**config.mk**
```make
export PLATFORM = sky130hd
export DESIGN_NAME = io_line_controller
export DESIGN_NICKNAME = d
export VERILOG_FILES = /design/src/io_line_pkg.sv /design/src/line_sync.sv /design/src/bit_set_clear.sv /design/src/io_line_controller.sv
export SDC_FILE = /design/constraint.sdc
export NUM_CORES = 1
export LEC_CHECK = 0
export CELL_PAD_IN_SITES_DETAIL_PLACEMENT = 2
export CELL_PAD_IN_SITES_GLOBAL_PLACEMENT = 2
export CORE_UTILIZATION = 39
export CTS_BUF_LIST = sky130_fd_sc_hd__clkbuf_2 sky130_fd_sc_hd__clkbuf_4 sky130_fd_sc_hd__clkbuf_8
export DETAILED_ROUTE_END_ITERATION = 16
export DONT_BUFFER_PORTS = 1
export PLACE_DENSITY = 0.88
export SETUP_SLACK_MARGIN = 0.2
export SLEW_MARGIN = 10
export SYNTH_ARGS = -nofsm -noshare
export SYNTH_HDL_FRONTEND = slang
export SYNTH_SLANG_ARGS = --single-unit
export TNS_END_PERCENT = 100
```
**constraint.sdc**
```tcl
create_clock -name i_clk -period 1.2 [get_ports i_clk]
set_input_delay 0.06 -clock i_clk [delete_from_list [all_inputs] [get_ports i_clk]]
set_output_delay 0.06 -clock i_clk [all_outputs]
set_load 0.01 [all_outputs]
```
**src/io_line_pkg.sv**
```systemverilog
// shared constants and carrier types for the io line controller
package io_line_pkg;

    // ------------------------------------------------------------
    // geometry
    // ------------------------------------------------------------
    localparam int unsigned LINES = 32;
    localparam int unsigned ADDR_W = 8;

    // ------------------------------------------------------------
    // register byte offsets
    // ------------------------------------------------------------
    localparam logic [7:0] OWN_ENABLE_OFS = 8'h00;
    localparam logic [7:0] OWN_DISABLE_OFS = 8'h04;
    localparam logic [7:0] OWN_STATUS_OFS = 8'h08;
    localparam logic [7:0] SEL_LOW_OFS = 8'h10;
    localparam logic [7:0] SEL_HIGH_OFS = 8'h14;
    localparam logic [7:0] PULLUP_ENABLE_OFS = 8'h20;
    localparam logic [7:0] PULLUP_DISABLE_OFS = 8'h24;
    localparam logic [7:0] PULLUP_STATUS_OFS = 8'h28;
    localparam logic [7:0] PULLDOWN_ENABLE_OFS = 8'h30;
    localparam logic [7:0] PULLDOWN_DISABLE_OFS = 8'h34;
    localparam logic [7:0] PULLDOWN_STATUS_OFS = 8'h38;
    localparam logic [7:0] PIN_LEVEL_OFS = 8'h3C;

    // ------------------------------------------------------------
    // reset values (status one = resistor off, own one = controller)
    // ------------------------------------------------------------
    localparam logic [31:0] PULLUP_RESET = 32'hFFFFFFFF;
    localparam logic [31:0] PULLDOWN_RESET = 32'hFFFFFFFF;
    localparam logic [31:0] OWN_RESET = 32'hFFFFFFFF;
    localparam logic [31:0] SELECT_RESET = 32'h00000000;
    localparam logic [31:0] MUX_PRESENT = 32'hFFFFFFFF;
    localparam logic [31:0] PERIPH_PRESENT = 32'hFFFFFFFF;

    // ------------------------------------------------------------
    // carriers
    // ------------------------------------------------------------
    typedef struct packed {
        logic [31:0] out;
        logic [31:0] oe;
    } line_drive_type;

    typedef struct packed {
        logic [ADDR_W-1:0] addr;
        logic [31:0] wdata;
        logic wr;
        logic rd;
    } reg_req_type;

endpackage

```
**src/line_sync.sv**
```systemverilog
// two-flop synchroniser for the asynchronous pin inputs
`timescale 1ns/1ns
module line_sync
    import io_line_pkg::*;
(
    // clock and reset
    input wire logic i_clk,
    input wire logic i_resetn,
    // pins in, synchronised out
    input wire logic [31:0] i_async,
    output logic [31:0] o_sync
);

    typedef struct packed {
        logic [31:0] meta;
        logic [31:0] stable;
    } sync_state_type;

    sync_state_type state;
    sync_state_type next_state;

    // first stage feeds only the second stage
    always_comb
    begin
        next_state.meta = i_async;
        next_state.stable = state.meta;
    end

    always_ff @(posedge i_clk or negedge i_resetn)
    begin
        if (!i_resetn)
            state <= '0;
        else
            state <= next_state;
    end

    assign o_sync = state.stable;

endmodule

```
**src/bit_set_clear.sv**
```systemverilog
// per-line status register written through set and clear masks
`timescale 1ns/1ns
module bit_set_clear
    import io_line_pkg::*;
#(
    parameter logic [31:0] RESET_VALUE = 32'h00000000
)
(
    // clock and reset
    input wire logic i_clk,
    input wire logic i_resetn,
    // one-cycle masks, zero bits leave the line alone
    input wire logic [31:0] i_set,
    input wire logic [31:0] i_clr,
    output logic [31:0] o_q
);

    logic [31:0] state;
    logic [31:0] next_state;

    // masks never act on the same cycle since strobes are exclusive
    always_comb
    begin
        next_state = (state & ~i_clr) | i_set;
    end

    always_ff @(posedge i_clk or negedge i_resetn)
    begin
        if (!i_resetn)
            state <= RESET_VALUE;
        else
            state <= next_state;
    end

    assign o_q = state;

endmodule

```
**src/io_line_controller.sv**
```systemverilog
// io line controller: pull resistors, ownership and peripheral select
//
// What this block does
// - thirty-two lines, each gpio or peripheral
// - line n is bit n everywhere
// - pull-up enable and disable writes update status
// - pull-up status zero means resistor on
// - pull-down enable, disable, status, zero means on
// - pull-down enable dropped while pull-up on
// - pull-up enable dropped while pull-down on
// - pull-up control independent of line ownership
// - pull reset values chosen per line
// - ownership set and clear, one means controller
// - unmuxed lines ignore ownership writes, read one
// - ownership resets per line, normally controller
// - two select bits pick peripheral a to d
// - pin input always reaches every peripheral
// - select writes accepted whatever the ownership
// - select registers reset to peripheral a
// - missing peripheral stored, pin left undriven
// - register writes work with clock gated
// - pin level sampling and change detect need clock
// - interrupt only while peripheral clock enabled
// - peripheral-owned pin driven by selected peripheral
`timescale 1ns/1ns
module io_line_controller
    import io_line_pkg::*;
#(
    // status reset values, a one leaves that resistor off
    parameter logic [31:0] PULLUP_INIT = PULLUP_RESET,
    parameter logic [31:0] PULLDOWN_INIT = PULLDOWN_RESET,
    // ownership reset value, a one leaves the line with the controller
    parameter logic [31:0] OWN_INIT = OWN_RESET,
    // lines that have any peripheral multiplexed behind them
    parameter logic [31:0] MUX_LINES = MUX_PRESENT,
    // lines on which each single peripheral exists
    parameter logic [31:0] PERIPH_A_LINES = PERIPH_PRESENT,
    parameter logic [31:0] PERIPH_B_LINES = PERIPH_PRESENT,
    parameter logic [31:0] PERIPH_C_LINES = PERIPH_PRESENT,
    parameter logic [31:0] PERIPH_D_LINES = PERIPH_PRESENT
)
(
    // clock and reset
    input wire logic i_clk,
    input wire logic i_resetn,
    // peripheral clock gate from the clock controller
    input wire logic i_periph_clk_en,
    // register port
    input wire reg_req_type i_bus,
    output logic [31:0] o_rdata,
    // controller's own output logic
    input wire line_drive_type i_ctrl,
    // peripheral outputs, index 0 is a through 3 is d
    input wire line_drive_type [3:0] i_periph,
    // pins
    input wire logic [31:0] i_pin,
    output line_drive_type o_pin,
    output logic [31:0] o_pullup_en,
    output logic [31:0] o_pulldown_en,
    // pin level towards every peripheral
    output logic [31:0] o_periph_in,
    // line change event
    output logic o_irq
);

    // ------------------------------------------------------------
    // state
    // ------------------------------------------------------------
    typedef struct packed {
        // software-written peripheral select bits
        logic [31:0] sel_low;
        logic [31:0] sel_high;
        // pin samples, the level copy freezes while the clock is off
        logic [31:0] pin_level;
        logic [31:0] periph_in;
        // registered outputs
        logic [31:0] rdata;
        line_drive_type drive;
        logic [31:0] pullup_en;
        logic [31:0] pulldown_en;
        logic irq;
    } ctrl_state_type;

    // unmuxed lines start under the controller and can never leave it
    localparam logic [31:0] OWN_START = OWN_INIT | ~MUX_LINES;

    // registered state of this module, apart from the status registers and the pin synchroniser, lives in one struct
    ctrl_state_type state;
    ctrl_state_type next_state;

    // synchronised pins and the three status registers
    logic [31:0] pin_sync;
    logic [31:0] pullup_status;
    logic [31:0] pulldown_status;
    logic [31:0] own_status;

    // exact-match write strobes, at most one high in a cycle
    logic wr_own_enable;
    logic wr_own_disable;
    logic wr_sel_low;
    logic wr_sel_high;
    logic wr_pullup_enable;
    logic wr_pullup_disable;
    logic wr_pulldown_enable;
    logic wr_pulldown_disable;

    // one-cycle set and clear masks towards the status registers
    logic [31:0] pullup_set;
    logic [31:0] pullup_clr;
    logic [31:0] pulldown_set;
    logic [31:0] pulldown_clr;
    logic [31:0] own_set;
    logic [31:0] own_clr;

    // peripherals present per line once the mux mask is applied
    logic [31:0] periph_lines [4];

    // ------------------------------------------------------------
    // pin input synchroniser
    // ------------------------------------------------------------
    // pins are asynchronous, so nothing reads them before two flops
    line_sync u_pin_sync
    (
        .i_clk(i_clk),
        .i_resetn(i_resetn),
        .i_async(i_pin),
        .o_sync(pin_sync)
    );

    // ------------------------------------------------------------
    // write decode into set and clear masks
    // ------------------------------------------------------------
    // exact match only, so no register answers at an alias address
    assign wr_own_enable = i_bus.wr && (i_bus.addr == OWN_ENABLE_OFS);
    assign wr_own_disable = i_bus.wr && (i_bus.addr == OWN_DISABLE_OFS);
    assign wr_sel_low = i_bus.wr && (i_bus.addr == SEL_LOW_OFS);
    assign wr_sel_high = i_bus.wr && (i_bus.addr == SEL_HIGH_OFS);
    assign wr_pullup_enable = i_bus.wr && (i_bus.addr == PULLUP_ENABLE_OFS);
    assign wr_pullup_disable = i_bus.wr && (i_bus.addr == PULLUP_DISABLE_OFS);
    assign wr_pulldown_enable = i_bus.wr && (i_bus.addr == PULLDOWN_ENABLE_OFS);
    assign wr_pulldown_disable = i_bus.wr && (i_bus.addr == PULLDOWN_DISABLE_OFS);

    // writes are plain register updates, so they need no clock enable
    // status one is resistor off, so disable sets and enable clears
    assign pullup_set = wr_pullup_disable
        ? i_bus.wdata : '0;
    assign pulldown_set = wr_pulldown_disable
        ? i_bus.wdata : '0;

    // an enable is dropped per line while the opposite resistor is on;
    // the opposite status already holds any write of the cycle before,
    // so back-to-back enables of both resistors still exclude
    assign pullup_clr = wr_pullup_enable
        ? (i_bus.wdata & pulldown_status) : '0;
    assign pulldown_clr = wr_pulldown_enable
        ? (i_bus.wdata & pullup_status) : '0;

    // lines with no peripheral behind them never leave controller hands
    assign own_set = wr_own_enable
        ? (i_bus.wdata & MUX_LINES) : '0;
    assign own_clr = wr_own_disable
        ? (i_bus.wdata & MUX_LINES) : '0;

    // ------------------------------------------------------------
    // status registers
    // ------------------------------------------------------------
    // set wins in each cell, though exclusive strobes never collide
    // pull-up status: enable clears, disable sets
    bit_set_clear #(
        .RESET_VALUE(PULLUP_INIT)
    ) u_pullup (
        .i_clk(i_clk),
        .i_resetn(i_resetn),
        .i_set(pullup_set),
        .i_clr(pullup_clr),
        .o_q(pullup_status)
    );

    // pull-down status: enable clears, disable sets
    bit_set_clear #(
        .RESET_VALUE(PULLDOWN_INIT)
    ) u_pulldown (
        .i_clk(i_clk),
        .i_resetn(i_resetn),
        .i_set(pulldown_set),
        .i_clr(pulldown_clr),
        .o_q(pulldown_status)
    );

    // ownership status: enable sets (controller), disable clears
    bit_set_clear #(
        .RESET_VALUE(OWN_START)
    ) u_own (
        .i_clk(i_clk),
        .i_resetn(i_resetn),
        .i_set(own_set),
        .i_clr(own_clr),
        .o_q(own_status)
    );

    // ------------------------------------------------------------
    // which peripherals exist on which line
    // ------------------------------------------------------------
    // an absent peripheral leaves its pin undriven when selected
    assign periph_lines[0] = PERIPH_A_LINES & MUX_LINES;
    assign periph_lines[1] = PERIPH_B_LINES & MUX_LINES;
    assign periph_lines[2] = PERIPH_C_LINES & MUX_LINES;
    assign periph_lines[3] = PERIPH_D_LINES & MUX_LINES;

    // ------------------------------------------------------------
    // next state
    // ------------------------------------------------------------
    always_comb
    begin
        logic [1:0] sel;
        sel = 2'h0;
        next_state = state;

        // select registers take writes whatever the ownership;
        // no check against the peripherals that really exist
        if (wr_sel_low)
        begin
            next_state.sel_low = i_bus.wdata;
        end
        if (wr_sel_high)
        begin
            next_state.sel_high = i_bus.wdata;
        end

        // pin level only moves while the peripheral clock runs;
        // with the clock off it holds what it last saw
        if (i_periph_clk_en)
        begin
            next_state.pin_level = pin_sync;
        end

        // change event needs two samples, so it needs the clock too
        next_state.irq = i_periph_clk_en
            && (pin_sync != state.pin_level);

        // peripherals see the pin whatever the selection
        next_state.periph_in = pin_sync;

        // resistor controls towards the pad, status zero means on
        next_state.pullup_en = ~pullup_status;
        next_state.pulldown_en = ~pulldown_status;

        // output steering per line; selection touches output only
        for (int i = 0; i < LINES; i++)
        begin
            sel = {state.sel_high[i], state.sel_low[i]};
            // controller ownership wins over any select value
            if (own_status[i])
            begin
                next_state.drive.out[i] = i_ctrl.out[i];
                next_state.drive.oe[i] = i_ctrl.oe[i];
            end
            // selected peripheral is present on this line
            else if (periph_lines[sel][i])
            begin
                next_state.drive.out[i] = i_periph[sel].out[i];
                next_state.drive.oe[i] = i_periph[sel].oe[i];
            end
            else
            begin
                // no such peripheral: nothing drives the pin
                next_state.drive.out[i] = 1'b0;
                next_state.drive.oe[i] = 1'b0;
            end
        end

        // read data stand only in the cycle after the read strobe
        // reads have no side effects on any status bit
        next_state.rdata = '0;
        if (i_bus.rd)
        begin
            unique case (i_bus.addr)
                OWN_STATUS_OFS:
                begin
                    next_state.rdata = own_status;
                end
                SEL_LOW_OFS:
                begin
                    next_state.rdata = state.sel_low;
                end
                SEL_HIGH_OFS:
                begin
                    next_state.rdata = state.sel_high;
                end
                PULLUP_STATUS_OFS:
                begin
                    next_state.rdata = pullup_status;
                end
                PULLDOWN_STATUS_OFS:
                begin
                    next_state.rdata = pulldown_status;
                end
                PIN_LEVEL_OFS:
                begin
                    next_state.rdata = state.pin_level;
                end
                // write-only and unmapped addresses read as zero
                default:
                begin
                    next_state.rdata = '0;
                end
            endcase
        end
    end

    // ------------------------------------------------------------
    // state register
    // ------------------------------------------------------------
    // selects reset to a, harmless since ownership resets to controller
    // resistor outputs reset to match their status, so the pads see
    // the right resistor from the very first cycle; constants only
    always_ff @(posedge i_clk or negedge i_resetn)
    begin
        if (!i_resetn)
        begin
            state <= '0;
            state.sel_low <= SELECT_RESET;
            state.sel_high <= SELECT_RESET;
            state.pullup_en <= ~PULLUP_INIT;
            state.pulldown_en <= ~PULLDOWN_INIT;
        end
        else
        begin
            state <= next_state;
        end
    end

    // ------------------------------------------------------------
    // outputs, all straight from flip-flops
    // ------------------------------------------------------------
    // pin drive lags the controls by one cycle, traded for clean outputs
    // no output is a decode, so none can glitch towards the pads
    assign o_rdata = state.rdata;
    assign o_pin = state.drive;
    assign o_pullup_en = state.pullup_en;
    assign o_pulldown_en = state.pulldown_en;
    assign o_periph_in = state.periph_in;
    assign o_irq = state.irq;

endmodule

```
* Word level (Yosys, flattened, before mapping)
Cells that the tools add are included.
Operators by class: bitwise operators 45, multiplexer cells 296, order comparisons 64, eq/ne operators 12, reduce and logical (&&, ||, !) cells 10
Operator list (number):
- binary-select mux 64 bit (select 2 bit) | 32
- binary-select mux 32 bit (select 2 bit) | 32
- two-way mux 32 bit | 9
- one-hot mux 32 bit (6 select lines) | 1
- AND 32 bit | 5
- NOT 32 bit | 5
- two-way mux 1 bit | 130
- greater-or-equal comparator 3 bit, second input constant | 32
- < comparator 2 x 3 -> 1 bit, second input constant | 32
- NOT 2 -> 3 bit | 32
- bitwise OR 32 bit | 3
- two-way mux 64 bit | 1
- two-way mux 63 bit | 1
- two-way mux 31 bit | 2
- two-way mux 62 bit | 1
- two-way mux 61 bit | 1
- two-way mux 30 bit | 2
- two-way mux 60 bit | 1
- two-way mux 59 bit | 1
- two-way mux 29 bit | 2
- two-way mux 58 bit | 1
- two-way mux 57 bit | 1
- equality test 8 x 6 -> 1 bit, second input constant | 7
- two-way mux 28 bit | 2
- 56 further kinds | 91
Word-level totals: word-level logic and storage cells 442, register bits after elaboration 449, input bits 397, output and inout bits 193

* Logic depth before layout (Yosys ltp)
word-level depth 6, depth in mapped cells 7, gate-level depth less buffers 4

* Hierarchy
A second synthesis with hierarchy kept.
Second synthesis, totals: cell total of the unflattened synthesis 1600, area total of the unflattened synthesis 20582.2 µm²
Modules (own cells, without submodules):
- io_line_controller | sequential area each 7231.9 µm², instances 1, area an instance 15377.2 µm², cells an instance 1248
- bit_set_clear | sequential area each 840.8 µm², instances 3, area an instance 1201.2 µm², cells an instance 96
- line_sync | sequential area each 1601.5 µm², instances 1, area an instance 1601.5 µm², cells an instance 64

* Least setup slack after synthesis
No wires, ideal clock.
kind input to register, from input i_bus[41] in the netlist's numbering, to register state[258] in the netlist's numbering, data arrival time 1.313 ns, setup time 0.125 ns, buffers on the path 2, cell stages on the path 6, data required time 1.075 ns, setup slack -0.238 ns, cell sequence nor3b_4 > nand2_1 > or2_1 > buf_6 > buf_6 > mux2_4
On the way: word-level cells in the longest chain between the ends 2
RTL lines:
- start: declaration | line io_line_controller.sv:49 | input wire reg_req_type i_bus,
- equality test 8 x 5 -> 1 bit | line io_line_controller.sv:136 | assign wr_sel_low = i_bus.wr && (i_bus.addr == SEL_LOW_OFS);
- logical AND 1 bit | line io_line_controller.sv:136
- end signal: assignment | line io_line_controller.sv:329 | state <= next_state;
- end: declaration | line io_line_controller.sv:88 | ctrl_state_type state;
Every way passes these cells. A chain may end at the register's enable or synchronous reset.

==> impl_results.md <==
- Initial DRC Count: 1,729
- Vias in the first global route: around 19,000
- Final WL: between 100,000 and 150,000 um
- Worst Setup Slack, final: -0.420 ns
- Post-synthesis mux area share: 0.189
- H-tree Lvls: 3
- Largest family of logic cells by synthesized area: multiplexers
- Initial cell density of the core: 0.398
- Die W: 229 um
- Fin util: 0.588
- # DRC: 0
- Clk slew on worst S/H paths: 0.08 ns
- GRT Util Overall: 0.414
- GRT Residual Overflow: 0
- Worst Clk Skew: about 0.044 ns
- Vias/cell: 6.32
- Status: finished, violations left
- Sequential area share after synthesis: 0.566
- First-pass GRT wire length: roughly 150,000 um
- Syn_area_per_cell: 13.9 um2
- Max FO, Critical Path: 2
- Slew HR: 0.262
- Placed Cells: between 2,000 and 2,500
- Startpoint class of the critical path: flop
- Pwr dens: between 1000 and 1500 nW/um2
- Initial antenna violation count: 23
- Leak: about 12 nW
- Post-DRT Antenna Nets: 0
- CTS Buf Count: 79
- Die H: 229 um
- Clk sinks: ~450
- Violated checks: hold timing, setup timing
- Wirelength per Cell: between 40 and 50 um
- Detailed-route via count: approximately 17,000
- Final setup fails: roughly 120
- Worst endpoint required time: approximately 1.7 ns
- Clock Latency Late Sink: between 0.6 and 0.7 ns
- Worst-Margin Slew: around 1.1 ns
- Finished Cell Area: just under 30,000 um2
- TritonRoute pass-1 iters: 5
- Finished Layout Cells: 2,734
- Post-DP HPWL: 50,900 um
- Nets: between 2,000 and 2,500
- CTS tree: yes
- Largest net degree at the start of global routing: 450
- RR Startpoint: state[206]
- Critical path startpoint: state[206]
- Area Overhead vs Synth: 47.8%
- Port Buffers: 0
- #FFs+latches synth: approximately 450
- Max frequency: ~620 MHz
- Compound-Gate Fraction of Synth Area: 0.108
- Io pins: just under 600
- Post-layout min period: ~1.6 ns
- Adder-cell share of the synthesized area: 0
- Routability cong.: a little under 0.9
- RSZ-0062 raised after global routing: true
- Yosys warnings: 0
- Tcrit/Tclk final: 1.35
- WP data arrival: around 2.2 ns
- Setup crit end kind: flop
- Maxcap violations: 0
- CTS max path bufs: 3
- Share of cells above drive strength 1: 0.536
- Final Hold Vio Count: 480
- Slew Limit Fails: 0
- Crit path kind: flop to flop
- Worst VDD drop: roughly 900 uV
- Die area: about 52,000 um2
- Count of cell types in the netlist: 34
- Hold WC Path Type: input pin to asynchronous set/reset pin
- Placed inst area: around 21,000 um2
- Synth Area in Simple Gates: 0.0231
- Hold slack: -0.903 ns
- Mapped Cells: 1,445
- Core area: approximately 50,000 um2
- Standard-cell rows: 82
- Syn_nets: ~1,800
- CTS root buf: clkbuf_8
- Mapped Area: about 20,000 um2
- Dpl ws: -0.494 ns
- Synth Area in XOR/XNOR: 0.0140
logic make-up after synthesis:
kind of cell	Yosys count
multiplexers	256
AO/OA/AOI/OAI	289
XOR/XNOR	32
flip-flops	449
AND/OR/NAND/NOR	96
buffers and inverters	323
what timing repair did:
action,4_1_cts,5_1_grt
endpoints found under the hold margin,770,501
pin swaps,110,36
gates resized for setup,279,238
setup endpoints to repair,356,381
hold buffers,431,14
buffers inserted,49,71
layout by cell type, fill, tap and decap left out, types with 30 or more instances in the layout:
master / count
o21ai_2: 30
clkbuf_8: 98
buf_4: 192
dfrtp_2: 84
dlygate4sd3_1: 432
mux2_4: 92
o31ai_4: 39
nand2_1: 59
a22oi_2: 32
mux4_2: 64
dfrtp_1: 269
o21ai_1: 34
a22o_1: 64
o2bb2ai_2: 57
dfstp_2: 96
buf_6: 51
mux2i_1: 30
inv_2: 51
mux2_2: 68
critical path, cell delays in order, from the launching register on:
cell,delay (ns)
dfrtp_1,0.47
xnor2_2,0.38
nand4_1,0.22
nor4_2,0.32
a21boi_2,0.09
cells in the mapped netlist:
cell / instances / area (um2)
dfrtp_1: 353 / 8830
buf_4: 195 / 1460
mux2_2: 100 / 1130
dfstp_2: 96 / 2520
nand2_1: 68 / 255
a22o_1: 64 / 561
inv_1: 64 / 240
mux4_2: 64 / 1440
o21ai_0: 64 / 320
o2bb2ai_1: 64 / 561
o31ai_1: 64 / 480
mux2_4: 60 / 901
clkbuf_1: 46 / 173
a22oi_1: 32 / 240
mux2i_1: 32 / 320
xnor2_1: 32 / 280
buf_2: 11 / 55.1
nand4_1: 8 / 50.1
buf_6: 7 / 78.8
nor2_1: 3 / 11.3
and2_1: 2 / 12.5
nor3_1: 2 / 10.0
nor4_1: 2 / 12.5
or2_1: 2 / 12.5
a21boi_0: 1 / 7.51
and3b_1: 1 / 8.76
and4_1: 1 / 8.76
and4b_1: 1 / 10.0
nand2_2: 1 / 6.26
nand2b_1: 1 / 6.26
nand3_1: 1 / 5.00
nor3b_4: 1 / 18.8
nor4_2: 1 / 12.5
nor4b_4: 1 / 23.8
registers in the layout (all words and copies together) (netlist names):
register and flops:
u_own.o_q 32, o_rdata 32, state 96, o_pullup_en 32, u_pin_sync.next_state 32, o_periph_in 32, o_pin 64, u_pin_sync.o_sync 32
u_pullup.o_q 32, o_irq 1, o_pulldown_en 32, u_pulldown.o_q 32
through the flow:
step / TNS (ns) / power, mW
2_1_floorplan: -16.61 / 19.1
3_3_place_gp: -32.01 / 19.5
3_5_place_dp: -44.19 / 19.8
4_1_cts: -10.85 / 37.8
5_1_grt: -17.92 / 41.3
6_report: -16.93 / 40.7
worst paths after layout:
| path | cells after the start | slack (ns) | to |
|---|---|---|---|
| worst min-delay path | 0 | -0.90 | o_pin[47] |
| worst max-delay path | 4 | -0.42 | o_irq |
| min in group i_clk | 3 | -0.22 | o_rdata[10] |
| max in group asynchronous | 0 | 1.11 | o_periph_in[30] |
| worst min register to register | 0 | 0.34 | u_pin_sync.o_sync[18] |
| worst max register to register | 4 | -0.42 | o_irq |
final cells by class:
class	instances	area (um2)
clock buffers	114	1470
fillers	4320	20800
diodes	22	55.1
repair buffers	709	6950
clock inverters	31	323
flip-flops and latches	449	11500
well taps	672	841
multi-input cells	673	8310
inverters	64	258
metal layers:
metal | global-route usage | part of all wire
met5 | 0 | 0.00067
met4 | 0.328 | 0.11
met3 | 0.117 | 0.090
met2 | 0.721 | 0.48
met1 | 0.414 | 0.32
power breakdown:
group / switching (mW) / total [mW] / internal (mW)
registers: 1.38 / 17.6 / 16.2
logic: 2.47 / 5.36 / 2.89
clock network: 8.59 / 17.8 / 9.25
total: 12.4 / 40.7 / 28.3
Power figures use the tool's default switching activity.
